===== config.mk =====
export PLATFORM = sky130hd
export DESIGN_NAME = mptr_router
export DESIGN_NICKNAME = d
export VERILOG_FILES = /design/src/logic/mptr_pkg.sv /design/src/logic/mptr_pin_mux.sv /design/src/logic/mptr_router.sv
export SDC_FILE = /design/constraint.sdc
export NUM_CORES = 1
export LEC_CHECK = 0
export BUFFER_PORTS_ARGS = -buffer_cell sky130_fd_sc_hd__buf_2
export CORE_MARGIN = 2
export CORE_UTILIZATION = 38
export CTS_BUF_LIST = sky130_fd_sc_hd__clkbuf_2
export DETAILED_ROUTE_END_ITERATION = 10
export PLACE_DENSITY = 0.73
export SYNTH_ARGS = -nofsm -noshare
export SYNTH_HDL_FRONTEND = slang
export SYNTH_SLANG_ARGS = --single-unit

===== constraint.sdc =====
create_clock -name clock_i -period 1.9 [get_ports clock_i]
set_input_delay 0.19 -clock clock_i [delete_from_list [all_inputs] [get_ports clock_i]]
set_output_delay 0.19 -clock clock_i [all_outputs]
set_load 0.02 [all_outputs]

===== src/logic/mptr_pkg.sv =====
// ---------------------------------------------------------------------------
// multipurpose terminal router: shared constants
// ---------------------------------------------------------------------------
// assumes: imported whole by every router module

package mptr_pkg;

  // terminal count and selector field width
  localparam int MPTR_PINS  = 7;
  localparam int MPTR_FLD_W = 4;
  localparam int MPTR_CODES = 16;

  // configuration space placement of the routing register
  localparam logic [7:0]  MPTR_ROUTING_OFS   = 8'h8C;
  localparam logic [2:0]  MPTR_FUNC_0        = 3'h0;
  localparam logic [2:0]  MPTR_FUNC_1        = 3'h1;
  localparam logic [31:0] MPTR_ROUTING_RST   = 32'h0000_1000;
  localparam logic [31:0] MPTR_ROUTING_WMASK = 32'h0FFF_FFFF;

  // selector codes, some shared by several terminals, some for one terminal only
  localparam logic [3:0] MPTR_SEL_GPI      = 4'h0;
  localparam logic [3:0] MPTR_SEL_RSVD     = 4'h0;
  localparam logic [3:0] MPTR_SEL_GPO      = 4'h1;
  localparam logic [3:0] MPTR_SEL_CLKRUN   = 4'h1;
  localparam logic [3:0] MPTR_SEL_SERIRQ   = 4'h1;
  localparam logic [3:0] MPTR_SEL_DMA      = 4'h2;
  localparam logic [3:0] MPTR_SEL_LOCK     = 4'h2;
  localparam logic [3:0] MPTR_SEL_VSTAT    = 4'h6;
  localparam logic [3:0] MPTR_SEL_VSEL     = 4'h7;
  localparam logic [3:0] MPTR_SEL_AUDIO    = 4'h8;
  localparam logic [3:0] MPTR_SEL_D3_T5    = 4'h9;
  localparam logic [3:0] MPTR_SEL_D3_T2    = 4'hB;
  localparam logic [3:0] MPTR_SEL_RING     = 4'hC;
  localparam logic [3:0] MPTR_SEL_LED1     = 4'hC;
  localparam logic [3:0] MPTR_SEL_SKTLED   = 4'hD;
  localparam logic [3:0] MPTR_SEL_LED2     = 4'hD;
  localparam logic [3:0] MPTR_SEL_WAKE     = 4'hE;
  localparam logic [3:0] MPTR_SEL_IRQ7_T2  = 4'hF;
  localparam int         MPTR_IRQ7         = 7;

  // codes that carry irq line n as code n, per terminal
  localparam logic [15:0] MPTR_IRQ_MASK_T6 = 16'hFFFC;
  localparam logic [15:0] MPTR_IRQ_MASK_T5 = 16'h8C38;
  localparam logic [15:0] MPTR_IRQ_MASK_T4 = 16'h0630;
  localparam logic [15:0] MPTR_IRQ_MASK_T3 = 16'hFFFC;
  localparam logic [15:0] MPTR_IRQ_MASK_T2 = 16'h0638;

endpackage


===== src/logic/mptr_pin_mux.sv =====
// ---------------------------------------------------------------------------
// multipurpose terminal router: one terminal's output selector
// ---------------------------------------------------------------------------
// assumes: value and enable tables are built by the router top

`timescale 1ns/1ps

module mptr_pin_mux
  import mptr_pkg::*;
(
  // clock and reset
  input  wire logic                  clock_i,
  input  wire logic                  rst_n_i,
  // selection and candidate sources
  input  wire logic [MPTR_FLD_W-1:0] sel_i,
  input  wire logic [MPTR_CODES-1:0] src_val_i,
  input  wire logic [MPTR_CODES-1:0] src_oe_i,
  // override path for a dedicated function
  input  wire logic                  force_en_i,
  input  wire logic                  force_val_i,
  input  wire logic                  force_oe_i,
  // registered terminal drive
  output logic                       pin_o,
  output logic                       pin_oe_o
);

  // terminal drive, released at reset so the terminal is an input
  always_ff @(posedge clock_i or negedge rst_n_i) begin
    if (!rst_n_i) begin
      pin_o    <= 1'b0;
      pin_oe_o <= 1'b0;
    end else if (force_en_i) begin
      pin_o    <= force_val_i;
      pin_oe_o <= force_oe_i;
    end else begin
      pin_o    <= src_val_i[sel_i];
      pin_oe_o <= src_oe_i[sel_i];
    end
  end

endmodule


===== src/logic/mptr_router.sv =====
// ---------------------------------------------------------------------------
// multipurpose terminal router: routing register and terminal selection
// ---------------------------------------------------------------------------
// assumes: configuration cycles arrive decoded as single-cycle strobes on
// the pci clock; terminals are resolved to wires outside from out and oe.
//
// Summary of operation
// - after reset terminals 0, 1, 2, 4 and 5 are general-purpose inputs, terminal 3 carries serialized interrupt, terminal 6 is reserved
// - routing register at 8Ch for functions 0 and 1, resets to 1000h
// - bits 31 to 28 read zero and ignore writes
// - an eeprom load may replace the register contents at initialization
// - terminal 6: reserved default, clkrun, or irq2 to irq15
// - terminal 5: input 4 default, output 4, grant, irqs, video, leds, wake
// - terminal 4: input 3 default, output 3, lock, irqs, ring, leds, wake
// - serial-bus mode forces terminal 4 to carry the serial clock
// - terminal 3: reserved, serialized interrupt default, irq2 to irq15
// - terminal 2: input 2 default, output 2, request, irqs, d3, leds, wake
// - mux bit 0: ring and wake share terminal, ring wins if both on
// - mux bit 1: only wake event reaches the shared terminal
// - terminals 1 and 0 use the same 4-bit selection manner

`timescale 1ns/1ps

module mptr_router
  import mptr_pkg::*;
(
  // clock and reset
  input  wire logic                 clock_i,
  input  wire logic                 rst_n_i,
  // configuration space access
  input  wire logic                 cfg_wr_i,
  input  wire logic                 cfg_rd_i,
  input  wire logic [2:0]           cfg_func_i,
  input  wire logic [7:0]           cfg_addr_i,
  input  wire logic [3:0]           cfg_be_i,
  input  wire logic [31:0]          cfg_wdata_i,
  output logic      [31:0]          cfg_rdata_o,
  output logic                      cfg_hit_o,
  // eeprom default load
  input  wire logic                 eeprom_load_i,
  input  wire logic [31:0]          eeprom_data_i,
  // serial bus mode strap and clock drive
  input  wire logic                 latch_pin_i,
  input  wire logic                 scl_drive_low_i,
  output logic                      scl_in_o,
  // internal sources
  input  wire logic [4:0]           general_output_bit_i,
  input  wire logic [15:0]          irq_i,
  input  wire logic                 clkrun_out_i,
  input  wire logic                 clkrun_oe_i,
  input  wire logic                 serialized_interrupt_out_i,
  input  wire logic                 serialized_interrupt_oe_i,
  input  wire logic                 legacy_dma_request_i,
  input  wire logic                 video_port_status_i,
  input  wire logic                 video_port_select_0_i,
  input  wire logic                 video_port_select_1_i,
  input  wire logic                 card_audio_pwm_i,
  input  wire logic                 low_power_state_flag_i,
  input  wire logic                 activity_led_1_i,
  input  wire logic                 activity_led_2_i,
  input  wire logic                 socket_activity_led_i,
  input  wire logic                 wake_event_output_i,
  input  wire logic                 ring_indicate_output_i,
  input  wire logic                 ring_indicate_en_i,
  input  wire logic                 pme_i,
  input  wire logic                 ring_wake_mux_select_i,
  // sampled terminal functions back to the device
  output logic      [4:0]           general_input_bit_o,
  output logic                      legacy_dma_grant_o,
  output logic                      pci_lock_o,
  output logic                      clkrun_in_o,
  output logic                      serialized_interrupt_in_o,
  // multipurpose terminals
  input  wire logic [MPTR_PINS-1:0] multipurpose_pin_i,
  output logic      [MPTR_PINS-1:0] multipurpose_pin_o,
  output logic      [MPTR_PINS-1:0] multipurpose_pin_oe_o,
  // shared ring indicate / wake terminal
  output logic                      ring_wake_pin_o
);

  // -------------------------------------------------------------------------
  // terminal input synchronisers
  // -------------------------------------------------------------------------

  logic [MPTR_PINS-1:0] pin_meta_q;
  logic [MPTR_PINS-1:0] pin_sync_q;
  logic                 latch_meta_q;
  logic                 latch_sync_q;
  logic                 serial_mode;

  // two stages per terminal and for the strap
  always_ff @(posedge clock_i or negedge rst_n_i) begin
    if (!rst_n_i) begin
      pin_meta_q   <= '0;
      pin_sync_q   <= '0;
      latch_meta_q <= 1'b1;
      latch_sync_q <= 1'b1;
    end else begin
      pin_meta_q   <= multipurpose_pin_i;
      pin_sync_q   <= pin_meta_q;
      latch_meta_q <= latch_pin_i;
      latch_sync_q <= latch_meta_q;
    end
  end

  assign serial_mode = !latch_sync_q; // strap pulled low

  // -------------------------------------------------------------------------
  // routing register
  // -------------------------------------------------------------------------

  logic [31:0] route_q;
  logic        cfg_sel;
  logic [31:0] be_mask;

  // either function reaches the same register
  assign cfg_sel = (cfg_addr_i == MPTR_ROUTING_OFS)
                && (cfg_func_i == MPTR_FUNC_0 || cfg_func_i == MPTR_FUNC_1);
  assign be_mask = {{8{cfg_be_i[3]}}, {8{cfg_be_i[2]}},
                    {8{cfg_be_i[1]}}, {8{cfg_be_i[0]}}};

  // eeprom load takes priority over a config write in the same cycle
  always_ff @(posedge clock_i or negedge rst_n_i) begin
    if (!rst_n_i) begin
      route_q <= MPTR_ROUTING_RST;
    end else if (eeprom_load_i) begin
      route_q <= eeprom_data_i & MPTR_ROUTING_WMASK;
    end else if (cfg_wr_i && cfg_sel) begin
      route_q <= (route_q & ~(be_mask & MPTR_ROUTING_WMASK))
               | (cfg_wdata_i & be_mask & MPTR_ROUTING_WMASK);
    end
  end

  // read answer one cycle after the strobe
  always_ff @(posedge clock_i or negedge rst_n_i) begin
    if (!rst_n_i) begin
      cfg_rdata_o <= '0;
      cfg_hit_o   <= 1'b0;
    end else begin
      cfg_hit_o   <= (cfg_rd_i || cfg_wr_i) && cfg_sel;
      cfg_rdata_o <= (cfg_rd_i && cfg_sel)
                   ? (route_q & MPTR_ROUTING_WMASK) : '0;
    end
  end

  // -------------------------------------------------------------------------
  // per-terminal source tables
  // -------------------------------------------------------------------------

  logic [MPTR_FLD_W-1:0] sel  [MPTR_PINS];
  logic [MPTR_CODES-1:0] tval [MPTR_PINS];
  logic [MPTR_CODES-1:0] toe  [MPTR_PINS];

  // unlisted entries stay zero, so such codes leave the terminal undriven
  always_comb begin
    for (int p = 0; p < MPTR_PINS; p++) begin
      tval[p] = '0;
      toe[p]  = '0;
    end
    // parallel irq lines: code n carries irq n
    for (int k = 0; k < MPTR_CODES; k++) begin
      tval[6][k] = irq_i[k] & MPTR_IRQ_MASK_T6[k];
      toe[6][k]  = MPTR_IRQ_MASK_T6[k];
      tval[5][k] = irq_i[k] & MPTR_IRQ_MASK_T5[k];
      toe[5][k]  = MPTR_IRQ_MASK_T5[k];
      tval[4][k] = irq_i[k] & MPTR_IRQ_MASK_T4[k];
      toe[4][k]  = MPTR_IRQ_MASK_T4[k];
      tval[3][k] = irq_i[k] & MPTR_IRQ_MASK_T3[k];
      toe[3][k]  = MPTR_IRQ_MASK_T3[k];
      tval[2][k] = irq_i[k] & MPTR_IRQ_MASK_T2[k];
      toe[2][k]  = MPTR_IRQ_MASK_T2[k];
    end
    // terminal 6 clock run, two-way
    tval[6][MPTR_SEL_CLKRUN] = clkrun_out_i;
    toe[6][MPTR_SEL_CLKRUN]  = clkrun_oe_i;
    // terminal 5 functions
    tval[5][MPTR_SEL_GPO]    = general_output_bit_i[4];
    toe[5][MPTR_SEL_GPO]     = 1'b1;
    tval[5][MPTR_SEL_VSTAT]  = video_port_status_i;
    toe[5][MPTR_SEL_VSTAT]   = 1'b1;
    tval[5][MPTR_SEL_VSEL]   = video_port_select_1_i;
    toe[5][MPTR_SEL_VSEL]    = 1'b1;
    tval[5][MPTR_SEL_AUDIO]  = card_audio_pwm_i;
    toe[5][MPTR_SEL_AUDIO]   = 1'b1;
    tval[5][MPTR_SEL_D3_T5]  = low_power_state_flag_i;
    toe[5][MPTR_SEL_D3_T5]   = 1'b1;
    tval[5][MPTR_SEL_LED1]   = activity_led_1_i;
    toe[5][MPTR_SEL_LED1]    = 1'b1;
    tval[5][MPTR_SEL_SKTLED] = socket_activity_led_i;
    toe[5][MPTR_SEL_SKTLED]  = 1'b1;
    tval[5][MPTR_SEL_WAKE]   = wake_event_output_i;
    toe[5][MPTR_SEL_WAKE]    = 1'b1;
    // terminal 4 functions
    tval[4][MPTR_SEL_GPO]    = general_output_bit_i[3];
    toe[4][MPTR_SEL_GPO]     = 1'b1;
    tval[4][MPTR_SEL_VSTAT]  = video_port_status_i;
    toe[4][MPTR_SEL_VSTAT]   = 1'b1;
    tval[4][MPTR_SEL_AUDIO]  = card_audio_pwm_i;
    toe[4][MPTR_SEL_AUDIO]   = 1'b1;
    tval[4][MPTR_SEL_RING]   = ring_indicate_output_i;
    toe[4][MPTR_SEL_RING]    = 1'b1;
    tval[4][MPTR_SEL_SKTLED] = socket_activity_led_i;
    toe[4][MPTR_SEL_SKTLED]  = 1'b1;
    tval[4][MPTR_SEL_WAKE]   = wake_event_output_i;
    toe[4][MPTR_SEL_WAKE]    = 1'b1;
    // terminal 3 serialized interrupt, two-way
    tval[3][MPTR_SEL_SERIRQ] = serialized_interrupt_out_i;
    toe[3][MPTR_SEL_SERIRQ]  = serialized_interrupt_oe_i;
    // terminal 2 functions
    tval[2][MPTR_SEL_GPO]    = general_output_bit_i[2];
    toe[2][MPTR_SEL_GPO]     = 1'b1;
    tval[2][MPTR_SEL_DMA]    = legacy_dma_request_i;
    toe[2][MPTR_SEL_DMA]     = 1'b1;
    tval[2][MPTR_SEL_VSTAT]  = video_port_status_i;
    toe[2][MPTR_SEL_VSTAT]   = 1'b1;
    tval[2][MPTR_SEL_VSEL]   = video_port_select_0_i;
    toe[2][MPTR_SEL_VSEL]    = 1'b1;
    tval[2][MPTR_SEL_AUDIO]  = card_audio_pwm_i;
    toe[2][MPTR_SEL_AUDIO]   = 1'b1;
    tval[2][MPTR_SEL_D3_T2]  = low_power_state_flag_i;
    toe[2][MPTR_SEL_D3_T2]   = 1'b1;
    tval[2][MPTR_SEL_RING]   = ring_indicate_output_i;
    toe[2][MPTR_SEL_RING]    = 1'b1;
    tval[2][MPTR_SEL_LED2]   = activity_led_2_i;
    toe[2][MPTR_SEL_LED2]    = 1'b1;
    tval[2][MPTR_SEL_WAKE]   = wake_event_output_i;
    toe[2][MPTR_SEL_WAKE]    = 1'b1;
    tval[2][MPTR_SEL_IRQ7_T2] = irq_i[MPTR_IRQ7];
    toe[2][MPTR_SEL_IRQ7_T2]  = 1'b1;
    // terminals 1 and 0: input or output bit
    tval[1][MPTR_SEL_GPO]    = general_output_bit_i[1];
    toe[1][MPTR_SEL_GPO]     = 1'b1;
    tval[0][MPTR_SEL_GPO]    = general_output_bit_i[0];
    toe[0][MPTR_SEL_GPO]     = 1'b1;
  end

  // -------------------------------------------------------------------------
  // terminal drivers
  // -------------------------------------------------------------------------

  for (genvar p = 0; p < MPTR_PINS; p++) begin : g_pin
    assign sel[p] = route_q[p*MPTR_FLD_W +: MPTR_FLD_W];
    mptr_pin_mux u_mux (
      .clock_i     (clock_i),
      .rst_n_i     (rst_n_i),
      .sel_i       (sel[p]),
      .src_val_i   (tval[p]),
      .src_oe_i    (toe[p]),
      .force_en_i  ((p == 4) && serial_mode),
      .force_val_i (1'b0),
      .force_oe_i  (scl_drive_low_i),
      .pin_o       (multipurpose_pin_o[p]),
      .pin_oe_o    (multipurpose_pin_oe_o[p])
    );
  end

  // shared ring indicate / wake terminal
  always_ff @(posedge clock_i or negedge rst_n_i) begin
    if (!rst_n_i) begin
      ring_wake_pin_o <= 1'b0;
    end else if (ring_wake_mux_select_i) begin
      ring_wake_pin_o <= pme_i;
    end else if (ring_indicate_en_i) begin
      ring_wake_pin_o <= ring_indicate_output_i;
    end else begin
      ring_wake_pin_o <= pme_i;
    end
  end

  // sampled functions, gated by their selection; scl_in_o by serial-bus mode
  always_ff @(posedge clock_i or negedge rst_n_i) begin
    if (!rst_n_i) begin
      general_input_bit_o       <= '0;
      legacy_dma_grant_o        <= 1'b0;
      pci_lock_o                <= 1'b0;
      clkrun_in_o               <= 1'b0;
      serialized_interrupt_in_o <= 1'b0;
      scl_in_o                  <= 1'b0;
    end else begin
      general_input_bit_o[0] <= (sel[0] == MPTR_SEL_GPI) & pin_sync_q[0];
      general_input_bit_o[1] <= (sel[1] == MPTR_SEL_GPI) & pin_sync_q[1];
      general_input_bit_o[2] <= (sel[2] == MPTR_SEL_GPI) & pin_sync_q[2];
      general_input_bit_o[3] <= (sel[4] == MPTR_SEL_GPI) & pin_sync_q[4]
                              & !serial_mode;
      general_input_bit_o[4] <= (sel[5] == MPTR_SEL_GPI) & pin_sync_q[5];
      legacy_dma_grant_o     <= (sel[5] == MPTR_SEL_DMA) & pin_sync_q[5];
      pci_lock_o <= (sel[4] == MPTR_SEL_LOCK) & pin_sync_q[4] & !serial_mode;
      clkrun_in_o <= (sel[6] == MPTR_SEL_CLKRUN) & pin_sync_q[6];
      serialized_interrupt_in_o <= (sel[3] == MPTR_SEL_SERIRQ)
                                 & pin_sync_q[3];
      scl_in_o <= serial_mode & pin_sync_q[4];
    end
  end

  // -------------------------------------------------------------------------
  // assertions
  // -------------------------------------------------------------------------

  logic seen_q;

  // marks the first clock after reset release
  always_ff @(posedge clock_i or negedge rst_n_i) begin
    if (!rst_n_i) begin
      seen_q <= 1'b0;
    end else begin
      seen_q <= 1'b1;
    end
  end
endmodule

Word-level counts from Yosys, hierarchy flattened
Memory sizes are Yosys's and may differ from the RTL's. A register that Yosys moved wholly into a read port is not among the register bits.
Index checks and enable logic that the tools add are counted.
{"block": "totals", "ff_bits": 98, "romBits": 80, "input_bits": 132, "output_inout_bits": 58, "elab_cells": 102, "memories": 5}
{"block": "classes", "magnitude_cmp": 7, "eq_ne": 6, "n_mux": 26, "bitwise_logic": 16, "n_reduce_logical": 18}
{"name": "(name not given)", "words": 16, "word_bits": 1, "rd": 1, "rd_ports_with_merged_regs": 1, "wr": 0, "line_no": "mptr_pin_mux.sv:37", "source": "pin_oe_o <= src_oe_i[sel_i];"}
{"name": "(name not given)", "words": 16, "word_bits": 1, "rd": 1, "rd_ports_with_merged_regs": 0, "wr": 0, "line_no": "mptr_pin_mux.sv:37"}
{"name": "(name not given)", "words": 16, "word_bits": 1, "rd": 1, "rd_ports_with_merged_regs": 1, "wr": 0, "line_no": "mptr_pin_mux.sv:37"}
{"name": "(name not given)", "words": 16, "word_bits": 1, "rd": 1, "rd_ports_with_merged_regs": 1, "wr": 0, "line_no": "mptr_pin_mux.sv:37"}
{"name": "(name not given)", "words": 16, "word_bits": 1, "rd": 1, "rd_ports_with_merged_regs": 1, "wr": 0, "line_no": "mptr_pin_mux.sv:37"}
{"cell": "32-bit 2-to-1 mux", "count": 2}
{"cell": "1-bit binary-select mux with 4-bit select", "count": 9}
{"cell": "4-bit by 5-bit < comparator with 1-bit output (second input constant)", "count": 7}
{"cell": "32-bit bitwise AND", "count": 1}
{"cell": "28-bit NOT with 32-bit output", "count": 1}
{"cell": "32-bit by 28-bit bitwise OR with 32-bit output", "count": 1}
{"cell": "28-bit bitwise AND", "count": 1}
{"cell": "28-bit 2-to-1 mux", "count": 1}
{"cell": "4-bit logical NOT", "count": 5}
{"cell": "1-bit 2-to-1 mux", "count": 14}
{"cell": "1-bit bitwise AND", "count": 12}
{"cell": "4-bit by 1-bit == test with 1-bit output (second input constant)", "count": 2}
{"cell": "4-bit by 2-bit == test with 1-bit output (second input constant)", "count": 2}
{"cell": "8-bit == test (second input constant)", "count": 1}
{"cell": "1-bit logical NOT", "count": 5}
{"cell": "1-bit logical AND", "count": 4}
{"cell": "3-bit by 1-bit == test with 1-bit output (second input constant)", "count": 1}
{"cell": "3-bit logical NOT", "count": 1}
{"cell": "1-bit logical OR", "count": 2}
{"cell": "2-bit nonzero test", "count": 1}

Longest topological paths before layout
Gate-level depths: netlist of the first run.
{"block": "logic_depth", "depth_word": 6, "ltp_mapped": 5, "ltp_nobuf": 3}

Hierarchy
From an unflattened synthesis of the first run, not the netlist that was laid out.
{"block": "unflattened", "cells_unflattened": 484, "area_unflattened_um2": 6118.4}
{"mod": "mptr_router", "n_inst": 1, "cells_per_inst": 323, "area_per_inst_um2": 3648.5, "seq_area_each_um2": 2105.8}
{"mod": "mptr_pin_mux", "n_inst": 7, "cells_per_inst": 23, "area_per_inst_um2": 352.8, "seq_area_each_um2": 50.0}

Worst setup path after synthesis of the first run
No wires, ideal clock.
{"block": "synth_path", "kind": "input-to-reg", "startpoint": "input cfg_func_i[2]", "endpoint": "register with a tool-made name", "setup_time_ns": 0.134, "arrival_ns": 1.403, "t_required_ns": 1.766, "slack_ns": 0.363, "cell_stages": 5, "n_path_buf": 2, "path_cell_list": "or4b_4 buf_6 buf_6 o41ai_1 a21oi_1"}
{"element": "start: declaration", "line_no": "mptr_router.sv:33", "source": "input wire logic [2:0] cfg_func_i,"}

==> reports/results.ini, run 1 <==
[critical_path]
r2r_slack_ns = 0.30
crit_arrival_ns = 2.07
path_max_fanout = 9
reg2reg_to = g_pin[2].u_mux.pin_o$_DFF_PN0_
critPathMaxStageDelay_ns = 0.70
rr_worst_depth = 3
start_kind = register
cp-end-kind = register
cpMostUsedCell = mux2i_1
path_class = reg -> reg
cp_cell_sequence = mux4_2, mux2i_1, mux2i_1
critPathSlowestCell = dfrtp_1
crit_required_ns = 2.37

[routing]
drt_wl_total_um = 14000
first_pass_iters = 4
ant_nets = 0
viasPerCell = 5.38
drt_iter0_markers = 328
remaining_drc_errors = 0
avgRoutedWirePerCell_um = 17.8
vias = 4213

[timing]
hold_viol = 0
worstMarginPinSlew_ns = 0.855
slew_viol_final = 0
finClkSkew_ns = 0.0302
finalCritPeriodShare = 0.844
fin_tns_setup_ns = 0
setup_viol = 0
slew_headroom = 0.430
hold_ws_ns = 0.0714
period_minus_slack_ns = 1.60
rsz0062_at_grt = false
fmaxAchievable_ghz = 0.624

[clocking]
hold_buffers = 46
tritoncts = built
cts_max_path_buffers = 2
worst_skew_pair.late_latency_ns = 0.58
ctsHtreeMaxLevel = 3
cts_setup_buffers = 0
cts_root_buf = clkbuf_2
clock_sinks = 98
ctsResizeCount = 0
cts_buffers = 9
cts.clk_slew.worst_paths_ns = 0.25

[synthesis]
synthTopCellsByArea = dfrtp_1, mux4_2, a41oi_1, o41ai_1, and3_1
synthArstFlopShare = 1.00
syn_area_per_cell_um2 = 11.5
synth_area_leader_cell = dfrtp_1
netlist_instances = 417
synth.distinct_cells = 38
ys_ff_latch = 98
synth.top_cell.area_share = 0.497
synth_warnings = 0
yosysSeqAreaShare = 0.514
syn_area_um2 = 4780
ys.flop_type = dfrtp_1
synth-edff-count = 0

[layout]
drive_gt1_frac = 0.369
final_cells = 783
syn2layout_area_growth_pct = 31.2
fin_nets = 740

[die]
rows = 40
die_h_um = 116
start_util = 0.393
ioPinCount = 190
die_w_um = 116
die-area_um2 = 13500
core-area_um2 = 12200

[global_routing]
grt_use_total = 0.209
overflow = 0
grt_pass1_vias = 4261
antenna_found_initial = 1
grt_max_degree = 63
grt_pass1_wl_um = 21400

[placement]
dp_cells = 719
dp_hpwl_um = 9790
io_buffers = 174
place_congestion = 0.855

[power_and_ir_drop]
irDropWorstVdd_v = 0.000280
p_per_area_nw_per_um2 = 651
leakage_nw = 3.10

[outcome]
outcome = finished, final reports clean

[hold_path]
hold_path_depth = 4
hp-start = clkrun_out_i
min_to = g_pin[6].u_mux.pin_o$_DFF_PN0_
hold_class = in -> reg

[flow_run]
drv_cap = 0

where the power goes:
part / total (mW) / internal, mW / switching [mW]
sequential: 2.32 / 2.20 / 0.126
combinational: 0.766 / 0.402 / 0.364
clock: 0.996 / 0.311 / 0.685
total: 4.08 / 2.91 / 1.17
Yosys cell counts (all sizes together) (2+ instances only):
| master | count |
|---|---|
| mux2 | 7 |
| buf | 30 |
| inv | 4 |
| nor2b | 31 |
| mux4 | 12 |
| nor3 | 6 |
| nor2 | 5 |
| mux2i | 18 |
| and3b | 2 |
| a21oi | 29 |
| nand2 | 13 |
| dfrtp | 95 |
| dfstp | 3 |
| nand2b | 3 |
| o41ai | 28 |
| and3 | 33 |
| and2 | 30 |
| a41oi | 28 |
| clkbuf | 24 |
per-layer routing:
layer | wire, um | GRT usage | share of wire
met1 | 5450 | 0.252 | 0.39
met2 | 7120 | 0.364 | 0.51
met3 | 1120 | 0.0571 | 0.080
met5 | 0 | 0 | 0
met4 | 262 | 0.0683 | 0.019
worst max-delay path by stage:
stage | startpoint | endpoint | cells after the start
after floorplan | cfg_func_i[2] | register | 5
after global placement | cfg_func_i[2] | register | 4
after detailed placement | cfg_func_i[2] | register | 4
after CTS | register | g_pin[2].u_mux.pin_o$_DFF_PN0_ | 3
after global routing | register | g_pin[2].u_mux.pin_o$_DFF_PN0_ | 3
final | register | g_pin[2].u_mux.pin_o$_DFF_PN0_ | 3
per-stage QoR:
step	power (mW)	instance area, um^2	utilization	setup slack, ns
finish	4.08	6270	0.516	0.297
global placement	3.02	5700	0.469	0.212
detailed placement	3.05	5700	0.469	0.166
global route	4.29	6270	0.515	0.227
floorplan	2.75	4790	-	0.363
CTS	4.11	6260	0.515	0.291
worst max-delay path, delay by kind of cell, from the launching register on:
family | cells | cell delay, ns
muxes | 3 | 0.82
DFF | 1 | 0.70
area by class of cell:
type                    instances  area, um^2
clock buffers                  12        60.1
repair buffers                231        1430
inverters                       4        15.0
diodes                          2        5.00
clock inverters                 4        45.0
well taps                     168         210
multi-input cells             264        2050
fillers                      1126        5890
flip-flops and latches         98        2460
placed cells by master (no fill, tap or decap), types with 13 or more instances in the layout:
cell / Yosys / layout
dfrtp_1: 95 / 95
and3_1: 33 / 33
mux2i_1: 18 / 18
a21oi_1: 29 / 29
nor2b_1: 31 / 31
a41oi_1: 28 / 28
o41ai_1: 28 / 28
buf_2: 7 / 173
dlygate4sd3_1: 0 / 46
nand2_1: 13 / 13
and2_1: 30 / 30
cell families (layout without fill, tap and decap cells):
| logic type | Yosys count | in the layout | share of synthesized area |
|---|---|---|---|
| AO/OA/AOI/OAI | 90 | 90 | 0.141 |
| buffers and inverters | 58 | 251 | 0.0647 |
| flip-flops | 98 | 98 | 0.514 |
| multiplexers | 37 | 37 | 0.111 |
| other | 1 | 6 | 0.000785 |
| AND/OR/NAND/NOR | 133 | 133 | 0.169 |
(Power assumes the default switching activity.)
==> inputs of run 2 (changes only) <==
--- a/config.mk
+++ b/config.mk
@@ -5,12 +5,13 @@
 export SDC_FILE = /design/constraint.sdc
 export NUM_CORES = 1
 export LEC_CHECK = 0
+export ABC_AREA = 1
 export BUFFER_PORTS_ARGS = -buffer_cell sky130_fd_sc_hd__buf_2
 export CORE_MARGIN = 2
 export CORE_UTILIZATION = 38
 export CTS_BUF_LIST = sky130_fd_sc_hd__clkbuf_2
 export DETAILED_ROUTE_END_ITERATION = 10
-export PLACE_DENSITY = 0.73
+export PLACE_DENSITY = 0.74
 export SYNTH_ARGS = -nofsm -noshare
 export SYNTH_HDL_FRONTEND = slang
 export SYNTH_SLANG_ARGS = --single-unit
==> constraint.sdc (replaced) <==
create_clock -name clock_i -period 1.54 [get_ports clock_i]
set_input_delay 0.154 -clock clock_i [delete_from_list [all_inputs] [get_ports clock_i]]
set_output_delay 0.154 -clock clock_i [all_outputs]
set_load 0.02 [all_outputs]
==> run 2 against run 1 <==
Clock power is 16% higher; register-to-register slack worse by 0.08 ns; sequential power is 25% higher; final cell count is 22% higher; flip-flop and latch count stayed put; largest power group unchanged.
==> reports/results.ini, run 2 <==
[critical_path]
cp-end-kind = register
startpoint = cfg_addr_i[6]
crit_required_ns = 2.03
r2r_slack_ns = 0.22
rr_worst_depth = 5
reg2reg_to = g_pin[2].u_mux.pin_o$_DFF_PN0_
path_class = in -> reg
crit_arrival_ns = 1.96
path_max_fanout = 6
crit_end = cfg_hit_o$_DFF_PN0_
start_kind = input port

[clocking]
cts_buffers = 9
hold_buffers = 97
tritoncts = built
ctsResizeCount = 0
cts_setup_buffers = 0
cts.clk_slew.worst_paths_ns = 0.28
cts_max_path_buffers = 2
ctsHtreeMaxLevel = 3
cts_root_buf = clkbuf_2
clock_sinks = 98
worst_skew_pair.late_latency_ns = 0.55

[routing]
avgRoutedWirePerCell_um = 14.4
viasPerCell = 4.87
ant_nets = 0
remaining_drc_errors = 0
drt_wl_total_um = 13800
vias = 4645
first_pass_iters = 5
drt_iter0_markers = 312

[die]
die-area_um2 = 12800
ioPinCount = 190
die_h_um = 113
die_w_um = 113
core-area_um2 = 11600
rows = 39
start_util = 0.393

[synthesis]
yosysSeqAreaShare = 0.541
synth.distinct_cells = 24
synth_common_cells = nand2_1, nand3_1, dfrtp_1, nor2_1, inv_1
netlist_instances = 557
synth.most_common_cell = nand2_1
synthTopCellsByArea = dfrtp_1, nand2_1, nand3_1, nor2_1, inv_1
synthArstFlopShare = 1.00
synth.top_cell.area_share = 0.523
synth-edff-count = 0
syn_area_um2 = 4540
synth_area_leader_cell = dfrtp_1
ys.flop_type = dfrtp_1
syn_area_per_cell_um2 = 8.16
ys_ff_latch = 98
synth_warnings = 0

[global_routing]
grt_pass1_wl_um = 22100
grt_max_degree = 37
grt_use_total = 0.218
overflow = 0
antenna_found_initial = 0
grt_pass1_vias = 4680

[timing]
slew_viol_final = 0
rsz0062_at_grt = false
finClkSkew_ns = 0.0337
fmaxAchievable_ghz = 0.680
finalCritPeriodShare = 0.955
hold_viol = 0
period_minus_slack_ns = 1.47
fin_tns_setup_ns = 0
setup_ws_ns = 0.0696
setup_viol = 0

[hold_path]
hold_class = in -> async

[placement]
place_area_um2 = 5440
dp_hpwl_um = 9090
place_congestion = 0.847
pre_cts_ws_ns = 0.184
io_buffers = 174

[layout]
stdcell_area_um2 = 6520
final_cell_mix = buf_2, nand2_1, dlygate4sd3_1
n_antenna_cell = 0
fin_nets = 938
syn2layout_area_growth_pct = 43.4
final_common_cell = buf_2
drive_gt1_frac = 0.256

[outcome]
outcome = finished, final reports clean

[power_and_ir_drop]
leakage_nw = 3.59
p_total_mw = 5.22
p_per_area_nw_per_um2 = 800
irDropWorstVdd_v = 0.000400

[flow_run]
drv_cap = 0

==> run 2: worst min path at each step <==
stage,to,cells past startpoint
floorplan,asynchronous set/reset pin,0
global placement,general_input_bit_o[4]$_DFF_PN0_,1
detailed placement,cfg_rdata_o[21]$_DFF_PN0_,1
CTS,cfg_rdata_o[21]$_DFF_PN0_,2
global route,cfg_rdata_o[21]$_DFF_PN0_,2
finish,cfg_rdata_o[21]$_DFF_PN0_,2
==> run 2: per-stage QoR <==
stage | instances | util | hold WS, ns
floorplan | 560 | - | -0.142
CTS | 954 | 0.563 | 0.00586
global placement | 841 | 0.471 | 0.147
finish | 954 | 0.563 | 0.0469
global route | 954 | 0.563 | 0.00351
detailed placement | 841 | 0.471 | 0.152
==> run 2: area by class of cell <==
type	count	area (um^2)
clock buffer	9	45.0
fill	1016	5050
inverter	46	173
sequential	98	2460
timing repair buffer	277	1930
multi-input combinational	374	1680
tap	143	179
clock inverter	7	58.8
==> run 2: worst max-delay path, cell delays in order <==
cell           delay [ns]
dlygate4sd3_1        0.54
buf_2                0.12
nor2_1               0.09
nand3_1              0.11
nor2_4               0.23
dlygate4sd3_1        0.62
nand2_1              0.05
nand2_1              0.06
==> run 2: kinds of logic after synthesis <==
logic type	synth area share
flip-flops	0.541
other	0.000825
buffers and inverters	0.0925
multiplexers	0.00220
AO/OA/AOI/OAI	0.0496
AND/OR/NAND/NOR	0.314
==> run 2: routing by layer <==
metal / global-route usage / routed length, um / vias up
li1: - / - / 2257
met1: 0.259 / 5590 / 2168
met2: 0.393 / 6970 / 193
met3: 0.0477 / 916 / 27
met4: 0.0691 / 286 / 0
met5: 0 / 0 / -
==> run 2: power by group <==
group,leakage [nW],internal (mW),switching (mW),total [mW]
logic,2.26,0.541,0.626,1.17
clock network,0.0648,0.242,0.913,1.16
registers,1.26,2.74,0.151,2.89
total,3.59,3.53,1.69,5.22
==> inputs of run 3 (changes only) <==
==> constraint.sdc (replaced) <==
create_clock -name clock_i -period 1.5 [get_ports clock_i]
set_input_delay 0.15 -clock clock_i [delete_from_list [all_inputs] [get_ports clock_i]]
set_output_delay 0.15 -clock clock_i [all_outputs]
set_load 0.02 [all_outputs]
==> run 3 against run 2 <==
The flow now finishes with violations (setup timing); die area unchanged; first-iteration DRC count increased by 13%; largest power group unchanged; combinational power increased by 5%; sequential share of layout area decreased by 0.90 points; critical path depth increased by 1; flip-flop and latch count unchanged.
==> reports/results.ini, run 3 (synthesis gave the netlist of run 2 again) <==
[outcome]
outcome = finished, violations left
violations = setup timing

[global_routing]
grtUsageMet2 = 0.410
overflow = 0
antenna_found_initial = 0
grt_pass1_vias = 4955
met3_usage = 0.0530
use_met1 = 0.269
grt_most_used_layer = met2
grt_pass1_wl_um = 23200
grt_max_degree = 38
grt_use_total = 0.229

[clocking]
cts_max_path_buffers = 2
cts.clk_slew.worst_paths_ns = 0.27
worst_skew_pair.late_latency_ns = 0.58
clock_sinks = 98
ctsHtreeMaxLevel = 3
cts_root_buf = clkbuf_2
cts_buffers = 9
tritoncts = built

[critical_path]
path_max_fanout = 27
r2r_slack_ns = 0.22
start_kind = input port
startpoint = eeprom_load_i
reg2reg_to = g_pin[3].u_mux.pin_o$_DFF_PN0_
rr_worst_depth = 7
path_class = in -> reg
cp-end-kind = register
crit_required_ns = 2.03
crit_arrival_ns = 2.07

[timing]
fmaxAchievable_ghz = 0.648
finalCritPeriodShare = 1.03
setup_viol = 2
setup_ws_ns = -0.0424
fin_tns_setup_ns = -0.0775
period_minus_slack_ns = 1.54
finClkSkew_ns = 0.0235
rsz0062_at_grt = true
hold_ws_ns = 0.0247
slew_viol_final = 0
hold_viol = 0

[power_and_ir_drop]
irDropWorstVdd_v = 0.000521
leakage_nw = 3.66
p_total_mw = 5.40
p_per_area_nw_per_um2 = 809

[placement]
place_area_um2 = 5460
io_buffers = 174
place_congestion = 0.870
dp_hpwl_um = 9210
pre_cts_ws_ns = 0.161

[routing]
ant_nets = 0
drt_wl_total_um = 14200
vias = 4710
remaining_drc_errors = 0
avgRoutedWirePerCell_um = 14.7
drt_iter0_markers = 353
first_pass_iters = 5
viasPerCell = 4.86

[layout]
drive_gt1_frac = 0.259
final_common_cell = buf_2
final_cell_mix = buf_2, nand2_1, dlygate4sd3_1
multi_input_comb_area_um2 = 1680
stdcell_area_um2 = 6680
fillers = 1013
regArea_um2 = 2460
fin_nets = 954
n_antenna_cell = 0
syn2layout_area_growth_pct = 46.9

[die]
die_w_um = 113
start_util = 0.393
ioPinCount = 190
rows = 39
core-area_um2 = 11600
die_h_um = 113
die-area_um2 = 12800

[hold_path]
hold_class = in -> reg

[flow_run]
drv_cap = 0

run 3: cell types whose count changed in the layout (fill, tap and decap cells not counted):
cell | before | now
dlygate4sd3_1 | 97 | 107
buf_12 | 3 | 4
buf_4 | 4 | 9
clkinv_4 | 2 | 1
clkinv_2 | 1 | 0
clkinvlp_4 | 1 | 3
run 3: per-stage QoR:
stage                     cells  utilization
after global placement      843        0.472
after detailed placement    843        0.472
after CTS                   967        0.575
after floorplan             560            -
final                       970        0.577
after global routing        970        0.577
run 3: how the worst min path moves through the flow:
stage | cells past startpoint | endpoint | slack (ns) | startpoint
2_1_floorplan | 0 | asynchronous set/reset pin | -0.15 | rst_n_i
3_3_place_gp | 1 | cfg_rdata_o[22]$_DFF_PN0_ | 0.11 | rst_n_i
3_5_place_dp | 1 | cfg_rdata_o[22]$_DFF_PN0_ | 0.12 | rst_n_i
4_1_cts | 6 | cfg_rdata_o[4]$_DFF_PN0_ | 0.002 | cfg_addr_i[0]
5_1_grt | 5 | cfg_rdata_o[4]$_DFF_PN0_ | 0.01 | cfg_addr_i[3]
6_report | 6 | cfg_rdata_o[4]$_DFF_PN0_ | 0.02 | cfg_addr_i[0]
run 3: layout make-up:
| type | instances | share of cell area |
|---|---|---|
| Clock inverter | 7 | 0.00900 |
| Tap cell | 143 | 0.0268 |
| Sequential cell | 98 | 0.368 |
| Multi-Input combinational cell | 374 | 0.251 |
| Inverter | 46 | 0.0259 |
| Clock buffer | 9 | 0.00675 |
| Timing Repair Buffer | 293 | 0.312 |
run 3: repair_timing:
item,in CTS,in global routing
endpoints found under the setup margin,0,16
hold endpoints to repair,165,0
hold buffers,108,0
setup buffers,0,3
resized for setup,0,0
run 3: layer usage:
layer | wire length (um) | vias up
met5 | 0 | -
met4 | 371 | 0
met3 | 1080 | 33
met2 | 7080 | 212
met1 | 5690 | 2176
li1 | - | 2289
run 3: power by group:
| part | internal, mW | leakage (nW) | switching, mW |
|---|---|---|---|
| clock | 0.244 | 0.0571 | 0.955 |
| sequential | 2.82 | 1.26 | 0.154 |
| combinational | 0.580 | 2.34 | 0.651 |
run 3: worst max-delay path: stages:
cell and delay [ns]:
dlygate4sd3_1 0.53, buf_2 0.13, inv_2 0.06, buf_4 0.28, nand3_1 0.14, nand2_1 0.10
dlygate4sd3_1 0.56, nand2_1 0.06, nand2_1 0.06
